--- config.mk ---
export PLATFORM = sky130hd
export DESIGN_NAME = smr_top
export DESIGN_NICKNAME = d
export VERILOG_FILES = /design/src/design/smr_timer.v /design/src/design/smr_top.v
export VERILOG_INCLUDE_DIRS = /design/src /design/src/common
export SDC_FILE = /design/constraint.sdc
export NUM_CORES = 1
export LEC_CHECK = 0
export BUFFER_PORTS_ARGS = -buffer_cell sky130_fd_sc_hd__buf_4
export CORE_ASPECT_RATIO = 0.7
export CORE_MARGIN = 5
export CORE_UTILIZATION = 53
export DETAILED_ROUTE_END_ITERATION = 8
export GPL_TIMING_DRIVEN = 0
export PLACE_DENSITY_LB_ADDON = 0.12
export SLEW_MARGIN = 20
export SYNTH_ARGS = -nofsm -noshare
export SYNTH_HDL_FRONTEND = slang
export SYNTH_SLANG_ARGS = --single-unit
--- constraint.sdc ---
create_clock -name clk -period 4.7 [get_ports clk]
set_clock_uncertainty 0.15 [all_clocks]
set_input_delay 0.94 -clock clk [delete_from_list [all_inputs] [get_ports clk]]
set_output_delay 0.94 -clock clk [all_outputs]
set_load 0.1 [all_outputs]
--- src/common/smr_map.vh ---
// timing counts, encodings and reset values of the supply monitor reset logic
`ifndef SMR_MAP_VH
`define SMR_MAP_VH
`define SMR_CLK_HZ          20000000
`define SMR_TMO_INT_MS      200
`define SMR_TMO_MIN_US      400
`define SMR_TMO_EXT_MS      20
`define SMR_CYC_INT         (`SMR_CLK_HZ / 1000 * `SMR_TMO_INT_MS)
`define SMR_CYC_MIN         (`SMR_CLK_HZ / 1000000 * `SMR_TMO_MIN_US)
`define SMR_CYC_EXT         (`SMR_CLK_HZ / 1000 * `SMR_TMO_EXT_MS)
`define SMR_CNT_W           32
`define SMR_SEL_HIGH        2'h2
`define SMR_SEL_OPEN        2'h1
`define SMR_SEL_GND         2'h0
`define SMR_TMR_CAP         2'h0
`define SMR_TMR_OPEN        2'h1
`define SMR_TMR_GND         2'h2
`define SMR_TMR_VCC         2'h3
`define SMR_OFF_STATUS      4'h0
`define SMR_OFF_ENABLE      4'h4
`define SMR_OFF_CLEAR       4'h8
`define SMR_OFF_STATE       4'hc
`define SMR_EV_W            4
`define SMR_RST_STATUS      4'h0
`endif

--- src/design/smr_timer.v ---
// reset timeout counter that restarts from zero whenever it is cleared
module smr_timer #(
    parameter CW = 32
) (
    input  wire          clk,
    input  wire          rst_b,
    input  wire          run,
    input  wire [CW-1:0] limit,
    output reg           done
);
    reg [CW-1:0] count;
    always @(posedge clk) begin
        if (!rst_b) begin
            count <= {CW{1'b0}};
            done  <= 1'b0;
        end else if (!run) begin
            count <= {CW{1'b0}};
            done  <= 1'b0;
        end else if (count >= limit) begin
            done  <= 1'b1;
        end else begin
            count <= count + {{(CW-1){1'b0}}, 1'b1};
        end
    end
endmodule // smr_timer

--- src/design/smr_top.v ---
// supply monitor decision and reset timing logic with avalon-mm status registers
`include "smr_map.vh"
module smr_top #(
    parameter CW      = `SMR_CNT_W,
    parameter CYC_INT = `SMR_CYC_INT,
    parameter CYC_MIN = `SMR_CYC_MIN,
    parameter CYC_EXT = `SMR_CYC_EXT
) (
    input  wire        clk,
    input  wire        rst_b,
    input  wire [1:0]  polarity_select,
    input  wire [1:0]  timeout_control,
    input  wire        above_thr_one,
    input  wire        above_thr_two,
    input  wire        supply_ok,
    input  wire [CW-1:0] ext_timeout_cycles,
    input  wire [3:0]  avs_address,
    input  wire        avs_read,
    input  wire        avs_write,
    input  wire [31:0] avs_writedata,
    output reg  [31:0] avs_readdata,
    output reg         avs_waitrequest,
    output reg         status_output_one_oe,
    output reg         status_output_two_oe,
    output reg         reset_output_n_oe,
    output reg         irq
);
    localparam ST_LOCK = 3'b001;
    localparam ST_WAIT = 3'b010;
    localparam ST_RUN  = 3'b100;

    reg [2:0] state;
    reg [2:0] next_state;
    reg       pol_one;
    reg       pol_two;
    reg [1:0] tmr_mode;
    reg [`SMR_EV_W-1:0] status;
    reg [`SMR_EV_W-1:0] enable;
    reg       prev_rst_n;
    reg       prev_one;
    reg       prev_sup;
    reg       acc_done;
    wire      valid_one;
    wire      valid_two;
    wire      all_valid;
    wire      timer_done;
    wire      timer_run;
    wire [1:0] above_vec;
    wire [1:0] pol_vec;
    wire [1:0] valid_vec;
    reg [CW-1:0] limit;

    // polarity bit 1 means positive; unknown codes fall back to both negative
    function [1:0] decode_pol;
        input [1:0] sel;
        begin
            case (sel)
                `SMR_SEL_HIGH: decode_pol = 2'b11;
                `SMR_SEL_OPEN: decode_pol = 2'b10;
                `SMR_SEL_GND:  decode_pol = 2'b00;
                default:       decode_pol = 2'b00;
            endcase
        end
    endfunction

    function valid_for;
        input pos;
        input above;
        begin
            valid_for = pos ? above : ~above;
        end
    endfunction

    // channel 0 is input one, channel 1 is input two
    assign above_vec = {above_thr_two, above_thr_one};
    assign pol_vec   = {pol_two, pol_one};

    genvar ch;
    generate
        for (ch = 0; ch < 2; ch = ch + 1) begin : g_chan
            assign valid_vec[ch] = valid_for(pol_vec[ch], above_vec[ch]);
        end
    endgenerate

    assign valid_one = valid_vec[0];
    assign valid_two = valid_vec[1];
    assign all_valid = valid_one & valid_two & supply_ok & (state != ST_LOCK);

    // capacitor period arrives as a cycle count; zero falls back to the 20ms default at 2.2nF
    function [CW-1:0] pick_limit;
        input [1:0]    mode;
        input [CW-1:0] ext_cyc;
        begin
            case (mode)
                `SMR_TMR_CAP: begin
                    if (ext_cyc == {CW{1'b0}})
                        pick_limit = CYC_EXT[CW-1:0];
                    else
                        pick_limit = ext_cyc;
                end
                `SMR_TMR_OPEN: pick_limit = CYC_MIN[CW-1:0];
                `SMR_TMR_GND:  pick_limit = CYC_INT[CW-1:0];
                default:       pick_limit = {CW{1'b0}};
            endcase
        end
    endfunction

    always @* begin
        limit = pick_limit(tmr_mode, ext_timeout_cycles);
    end

    // timer only counts in run with every input valid, so any fault clears it
    assign timer_run = (state == ST_RUN) & all_valid;

    smr_timer #(.CW(CW)) u_timer (
        .clk   (clk),
        .rst_b (rst_b),
        .run   (timer_run),
        .limit (limit),
        .done  (timer_done)
    );

    always @* begin
        next_state = state;
        case (state)
            ST_LOCK: begin
                if (supply_ok)
                    next_state = ST_WAIT;
            end
            ST_WAIT: begin
                if (!supply_ok)
                    next_state = ST_LOCK;
                else if (valid_one && valid_two)
                    next_state = ST_RUN;
            end
            ST_RUN: begin
                if (!supply_ok)
                    next_state = ST_LOCK;
                else if (!(valid_one && valid_two))
                    next_state = ST_WAIT;
            end
            default: begin
                next_state = ST_LOCK;
            end
        endcase
    end

    always @(posedge clk) begin
        if (!rst_b) begin
            state    <= ST_LOCK;
            pol_one  <= 1'b0;
            pol_two  <= 1'b0;
            tmr_mode <= `SMR_TMR_GND;
        end else begin
            state <= next_state;
            // settings latched once at lockout release, as the pins are straps
            if (state == ST_LOCK && supply_ok) begin
                {pol_one, pol_two} <= decode_pol(polarity_select);
                tmr_mode           <= timeout_control;
            end
        end
    end

    // outputs: oe high means the pin is pulled low
    always @(posedge clk) begin
        if (!rst_b) begin
            status_output_one_oe <= 1'b1;
            status_output_two_oe <= 1'b1;
            reset_output_n_oe    <= 1'b1;
        end else if (state == ST_LOCK || !supply_ok) begin
            status_output_one_oe <= 1'b1;
            status_output_two_oe <= 1'b1;
            reset_output_n_oe    <= 1'b1;
        end else begin
            status_output_one_oe <= ~valid_one;
            status_output_two_oe <= ~valid_two;
            if (tmr_mode == `SMR_TMR_VCC) begin
                // comparator mode: no timer, reset follows the inputs
                reset_output_n_oe <= ~(valid_one & valid_two);
            end else if (!(valid_one && valid_two)) begin
                reset_output_n_oe <= 1'b1;
            end else begin
                reset_output_n_oe <= ~(state == ST_RUN && timer_done);
            end
        end
    end

    // events: bit0 reset released, bit1 reset asserted, bit2 output one went low, bit3 supply lost
    // edges of the registered outputs and of the supply_ok input, so a held level sets its bit only once
    wire                 ev_released;
    wire                 ev_asserted;
    wire                 ev_fault_one;
    wire                 ev_sup_lost;
    wire [`SMR_EV_W-1:0] ev;
    assign ev_released  = prev_rst_n & ~reset_output_n_oe;
    assign ev_asserted  = ~prev_rst_n & reset_output_n_oe;
    assign ev_fault_one = ~prev_one & status_output_one_oe;
    assign ev_sup_lost  = prev_sup & ~supply_ok;
    assign ev = {ev_sup_lost, ev_fault_one, ev_asserted, ev_released};

    // a write commits only in the cycle waitrequest stands low; the master holds it until then
    wire wr_go;
    wire acc_go;
    assign wr_go  = avs_write & acc_done;
    assign acc_go = (avs_read | avs_write) & ~acc_done;

    // unmapped offsets read as zero
    function [31:0] read_word;
        input [3:0] addr;
        begin
            case (addr)
                `SMR_OFF_STATUS: read_word = {{(32-`SMR_EV_W){1'b0}}, status};
                `SMR_OFF_ENABLE: read_word = {{(32-`SMR_EV_W){1'b0}}, enable};
                `SMR_OFF_STATE:  read_word = {{22{1'b0}}, tmr_mode, pol_one, pol_two, state,
                                              status_output_one_oe, status_output_two_oe,
                                              reset_output_n_oe};
                default:         read_word = 32'h00000000;
            endcase
        end
    endfunction

    always @(posedge clk) begin
        if (!rst_b) begin
            status     <= `SMR_RST_STATUS;
            enable     <= {`SMR_EV_W{1'b0}};
            prev_rst_n <= 1'b1;
            prev_one   <= 1'b1;
            prev_sup   <= 1'b0;
            irq        <= 1'b0;
        end else begin
            prev_rst_n <= reset_output_n_oe;
            prev_one   <= status_output_one_oe;
            prev_sup   <= supply_ok;
            // set wins over a clear in the same cycle
            if (wr_go && avs_address == `SMR_OFF_CLEAR)
                status <= (status & ~avs_writedata[`SMR_EV_W-1:0]) | ev;
            else
                status <= status | ev;
            if (wr_go && avs_address == `SMR_OFF_ENABLE)
                enable <= avs_writedata[`SMR_EV_W-1:0];
            irq <= |((status | ev) & enable);
        end
    end

    // one wait cycle per access; unmapped reads return zero, writes ignored
    always @(posedge clk) begin
        if (!rst_b) begin
            acc_done        <= 1'b0;
            avs_waitrequest <= 1'b1;
            avs_readdata    <= 32'h00000000;
        end else if (acc_done) begin
            acc_done        <= 1'b0;
            avs_waitrequest <= 1'b1;
        end else if (acc_go) begin
            acc_done        <= 1'b1;
            avs_waitrequest <= 1'b0;
            avs_readdata    <= read_word(avs_address);
        end
    end
endmodule // smr_top

==> reports/metrics.yaml, run 1 <==
outcome:
  status: "finished, final reports clean"
sta:
  hold_violations: 0
  fin_crit_sh: 0.960
  setup_viol: 0
  max_freq_ghz: 0.222
  tightest_slew_ps: 1030
  fin_ws_ps: 186
  rsz0062_at_grt: "false"
  fin_crit_ps: 4510
  slew-limit-headroom: 0.309
  tns_ps: 0
  timing.final.max_slew_violations: 0
route:
  wl_met1_um: 5950
  viasPerCell: 6.08
  wl_per_cell_um: 17.7
  vias: 4433
  antenna_left: 0
  drc_errors: 0
  wirelength_um: 12900
  drtIter0Drc: 440
  highest_layer: "met4"
  dr.pass1.iters: 5
  wl_met3_um: 1230
  route.met2.wl_um: 5550
setup_path:
  reg2reg_from: "pick_limit.mode[1]$_SDFFE_PN1P_"
  critical_path_buf_inv_count: 5
  start_kind: "input pin"
  critical-path-max-stage-delay_ps: 630
  cp_top_family: "compound AO/OA/AOI/OAI gates"
  cp_common_cell: "buf_4"
  crit_fanout: 19
  cp_data_required_time_ps: 4760
  critPathKind: "input pin to register"
  crit_chain: "buf_4 > nor4_1 > nand4_1 > nor2_4 > buf_4 > o21ai_0 > ha_1 > a21oi_1 > o21a_1 > a2111oi_1 > o31a_1 > buf_4 > buf_6 > buf_6 > nor3_1 > mux2i_1"
  startpoint: "ext_timeout_cycles[4]"
  critPathCaptureType: "register"
  critPathArrivalTime_ps: 4580
  critPathSlowestCell: "a2111oi_1"
yosys:
  seq_area_frac_synth: 0.312
  synth_area_leader_cell: "dfxtp_1"
  synth_common_cells: "dfxtp_1 (67), a21oi_1 (55), nand2_1 (45), nor2_1 (42), ha_1 (37)"
  synth_flop_cell: "dfxtp_1"
  ys_ff_latch: 67
  yosys_warnings: 0
  syn_avg_cell_area_um2: 8.17
  synth_top_area_share: 0.312
  netlist_area_um2: 4300
  synth_edf_count: 0
  yosys.cell_types.count: 52
  synthArstFlopShare: 0
  synth_most_common_cell: "dfxtp_1"
  syn_inst: 526
  synthTopCellsByArea: "dfxtp_1 (31%), ha_1 (11%), a21oi_1 (6.4%)"
clocking:
  numCtsBuffers: 9
  cts_tree: "yes"
  clk_pin_slew_ps: 60
  clock_latency_ps: 340
  clock-sinks: 67
  cts_root_buffer: "clkbuf_16"
  h-tree-depth: 3
  clockBufferDepth: 2
placement:
  portBuffers: 65
  dpl.cell_count: 713
  dpl.hpwl_um: 9950
  gp_congestion: 0.930
  pre_cts_ws_ps: -644
grt:
  grt-ovfl-total: 0
  grt_pass1_wl_um: 20600
  grt_pass1_vias: 3943
  grt_usage: 0.252
  grt_max_degree: 20
  antenna_found_initial: 0
final_layout:
  fin_nets: 739
  fill_cells: 675
  antennaDiodeCount: 0
  layout.cells.non_filler: 729
  syn_to_final_growth_pct: 24.3
  drive_gt1_frac: 0.204
  fin_util: 0.679
power_and_ir_drop:
  power_density_nw_per_um2: 287
  ir_drop_mv: 0.320
  p_leak_nw: 2.12
floorplan:
  fp.dieH_um: 85.3
  initial_core_util: 0.546
  dieArea_um2: 10000
  core-area_um2: 7870
  ios: 116
  die_w_um: 118
  rows: 27
min_path:
  hp-class: "register to register"
  hp-start: "acc_done$_SDFF_PP0_"
run:
  cap_violations: 0
## kinds of logic after synthesis
family | count (synthesis) | share of synthesized area
other | 1 | 0.000873
xor gates and xnor gates | 3 | 0.00611
AOI/OAI and AO/OA | 134 | 0.198
muxes | 11 | 0.0256
adders and majority gates | 37 | 0.108
DFF | 67 | 0.312
buffers and inverters | 62 | 0.0870
and+or+nand+nor | 211 | 0.263
## path summary, 6_finish.rpt
path | endpoint | slack, ps | cells past startpoint
worst max-delay path | u_timer.count[9]$_SDFFE_PN0N_ | 190 | 16
worst min-delay path | avs_waitrequest$_SDFFE_PP1P_ | 330 | 1
worst max register to register | u_timer.count[9]$_SDFFE_PN0N_ | 290 | 15
worst min register to register | avs_waitrequest$_SDFFE_PP1P_ | 330 | 1
## worst register-to-register path: cells and delay by family, from the launching register on
family / cells / cell delay [ps]
buffers and inverters: 5 / 1230
multiplexers: 1 / 130
flip-flops: 1 / 380
adder cells (fa/ha/maj): 2 / 700
AO/OA/AOI/OAI: 5 / 1390
AND/OR/NAND/NOR: 2 / 290
## metrics by stage
step,total power [W],hold WS [ps],cell area [µm²]
floorplan,0.000778,278,4380
global placement,0.000844,300,4990
detailed placement,0.000848,327,5000
CTS,0.00153,336,5300
global route,0.00158,357,5340
finish,0.00153,325,5340
## cell type report
| type | instances | area (µm²) | area share |
|---|---|---|---|
| inverters | 12 | 45.0 | 0.00843 |
| clock inverters | 6 | 65.1 | 0.0122 |
| multi-input cells | 418 | 2710 | 0.506 |
| clock buffers | 10 | 239 | 0.0447 |
| flip-flops and latches | 67 | 1340 | 0.251 |
| well taps | 101 | 126 | 0.0237 |
| plain buffers | 49 | 325 | 0.0609 |
| repair buffers | 66 | 495 | 0.0927 |
## power breakdown
part	internal (W)	total, W	leakage, nW	switching (W)
combinational	0.0000810	0.000257	1.44	0.000176
sequential	0.000576	0.000585	0.542	0.00000890
clock	0.000424	0.000690	0.137	0.000267
total	0.00108	0.00153	2.12	0.000452
## flip-flops by register name (all words and copies together), names as in the netlist
| register | cells |
|---|---|
| status_output_two_oe | 1 |
| u_timer.count | 32 |
| prev_rst_n | 1 |
| pol_two | 1 |
| avs_waitrequest | 1 |
| state | 3 |
| reset_output_n_oe | 1 |
| pick_limit.mode | 2 |
| status_output_one_oe | 1 |
| irq | 1 |
| status | 4 |
| avs_readdata | 10 |
| u_timer.done | 1 |
| enable | 4 |
| prev_sup | 1 |
| pol_one | 1 |
| prev_one | 1 |
| acc_done | 1 |
## placed cells by master, fill, tap and decap left out, types with 8 or more instances in the layout
master and instances:
nand3_1 22, nand2_1 45, nor2_1 41, clkbuf_16 9, ha_1 37, inv_1 12
a22oi_1 10, o21ai_0 15, conb_1 22, dfxtp_1 67, mux2i_1 11, buf_4 89
nor4_1 8, or4_1 23, o31ai_1 23, nand4_1 21, clkbuf_1 17, a21oi_1 55
## routing by layer
metal	up-vias	GRT usage
met5	-	0
met4	0	0.0667
met3	19	0.0680
met2	220	0.364
met1	2079	0.369
li1	2115	-
## timing repair
action / in CTS / in global routing
hold endpoints to repair: 0 / 0
pin swaps: 0 / 1
resized for setup: 2 / 5
hold buffers: 0 / 0
setup endpoints to repair: 30 / 31
buffers inserted: 0 / 1
Power figures use the tool's default switching activity.
==> inputs of run 2 (changes only) <==
Settings changed: CORE_MARGIN 5 to 10, PLACE_DENSITY set to 0.87, PLACE_DENSITY_LB_ADDON 0.12 to unset.
==> run 2 against run 1 <==
Effect of this change: sequential power about the same; via count up 3.4%; sequential share of layout area up 0.21 points; core utilization down 0.57 points; highest routed layer unchanged; wire length up 5.2%; worst hold slack better by 2.3 ps; critical path depth down 1; final area down 0.84%; die area up 21%; clock power down 3.0%; critical path type unchanged; power down 1.4%; critical endpoint is now u_timer.count[30]$_SDFFE_PN0N_.
==> reports/metrics.yaml, run 2 (synthesis results as in run 1) <==
floorplan:
  fp.dieH_um: 95.3
  dieArea_um2: 12200
  rows: 27
  core-area_um2: 7870
  die_w_um: 128
  initial_core_util: 0.546
  ios: 116
placement:
  gp_congestion: 0.907
  dpl.hpwl_um: 10400
  portBuffers: 65
setup_path:
  critPathCaptureType: "register"
  critPathArrivalTime_ps: 4600
  cp_data_required_time_ps: 4740
  start_kind: "input pin"
  crit_fanout: 10
  critPathKind: "input pin to register"
sta:
  tns_ps: 0
  fin_crit_sh: 0.970
  fin_crit_ps: 4560
  tightest_slew_ps: 988
  timing.final.max_slew_violations: 0
  hold_violations: 0
  max_freq_ghz: 0.219
  slew-limit-headroom: 0.325
  setup_viol: 0
  rsz0062_at_grt: "false"
min_path:
  hp-class: "register to register"
final_layout:
  top_regs: "u_timer.count x32, avs_readdata x10"
  fin_nets: 739
  antennaDiodeCount: 0
  fill_cells: 599
  ff_latch_area_um2: 1340
  top_register: "u_timer.count"
  fin_util: 0.673
  final_common_cell: "buf_4"
  multi_input_area_um2: 2670
  syn_to_final_growth_pct: 23.3
  largest_reg_flops: 32
  final_cell_mix: "buf_4 (88), dfxtp_1 (67), a21oi_1 (55), nand2_1 (45), nor2_1 (42)"
  drive_gt1_frac: 0.196
grt:
  top_usage_layer: "met2"
  grt_pass1_wl_um: 21500
  grt_max_degree: 13
  grt_pass1_vias: 4426
  antenna_found_initial: 0
  grt.met2_usage: 0.375
  use_met3: 0.0621
  met1_usage: 0.251
  grt-ovfl-total: 0
  grt_usage: 0.215
route:
  antenna_left: 0
  drtIter0Drc: 566
  viasPerCell: 6.29
  dr.pass1.iters: 5
  wl_per_cell_um: 18.6
  drc_errors: 0
  vias: 4582
  wirelength_um: 13600
clocking:
  h-tree-depth: 3
  clockBufferDepth: 2
  hold_buffers: 0
  cts_root_buffer: "clkbuf_16"
  clock-sinks: 67
  numCtsBuffers: 9
  clk_pin_slew_ps: 60
  post_cts.repair.setup_buffers: 0
  cts_resized: 0
  cts_tree: "yes"
  clock_latency_ps: 340
power_and_ir_drop:
  p_leak_nw: 2.12
  power_density_nw_per_um2: 285
  ir_drop_mv: 0.261
outcome:
  status: "finished, final reports clean"
run:
  cap_violations: 0
==> run 2: layer usage <==
layer	share of wire	routed length (µm)
met4	0.022	301
met3	0.10	1360
met5	0	0
met2	0.49	6580
met1	0.39	5300
==> run 2: worst max-delay path, stage by stage <==
cell and delay, ps:
buf_4 120, nor4_1 390, nand4_1 180, nor2_1 440, o21a_1 170, o21bai_1 70
ha_1 320, nand4_1 140, or4_1 560, a221oi_2 280, o31a_1 180, buf_4 180
clkbuf_1 380, or4_1 190, a21oi_1 70
==> run 2: final timing paths <==
| check | from | endpoint | slack [ps] | cells after the start |
|---|---|---|---|---|
| hold reg to reg | acc_done$_SDFF_PP0_ | avs_waitrequest$_SDFFE_PP1P_ | 330 | 1 |
| setup / recovery | ext_timeout_cycles[8] | u_timer.count[30]$_SDFFE_PN0N_ | 140 | 15 |
| setup reg to reg | pick_limit.mode[1]$_SDFFE_PN1P_ | u_timer.count[30]$_SDFFE_PN0N_ | 350 | 14 |
| hold / removal | acc_done$_SDFF_PP0_ | avs_waitrequest$_SDFFE_PP1P_ | 330 | 1 |
==> run 2: stage by stage <==
stage	instance area (µm²)	power (W)	instances	hold slack, ps	setup slack (ps)
final	5300	0.00151	729	328	140
after global routing	5300	0.00155	729	354	34.5
after global placement	4990	0.000839	713	299	22.9
after detailed placement	4990	0.000848	713	314	-67.5
after CTS	5290	0.00151	729	327	274
after floorplan	4380	0.000778	547	278	870
==> run 2: cell type report <==
class                           instances  area share
Tap cell                              101      0.0239
Clock inverter                          6      0.0123
Multi-Input combinational cell        418       0.505
Buffer                                 50      0.0621
Timing Repair Buffer                   65      0.0921
Clock buffer                           10      0.0432
Sequential cell                        67       0.253
Inverter                               12     0.00850
==> run 2: power by group <==
group	switching [W]	leakage (nW)	internal [W]	total, W
Combinational	0.000176	1.44	0.0000807	0.000256
Clock	0.000258	0.143	0.000411	0.000669
Sequential	0.00000941	0.542	0.000576	0.000585
Total	0.000443	2.12	0.00107	0.00151
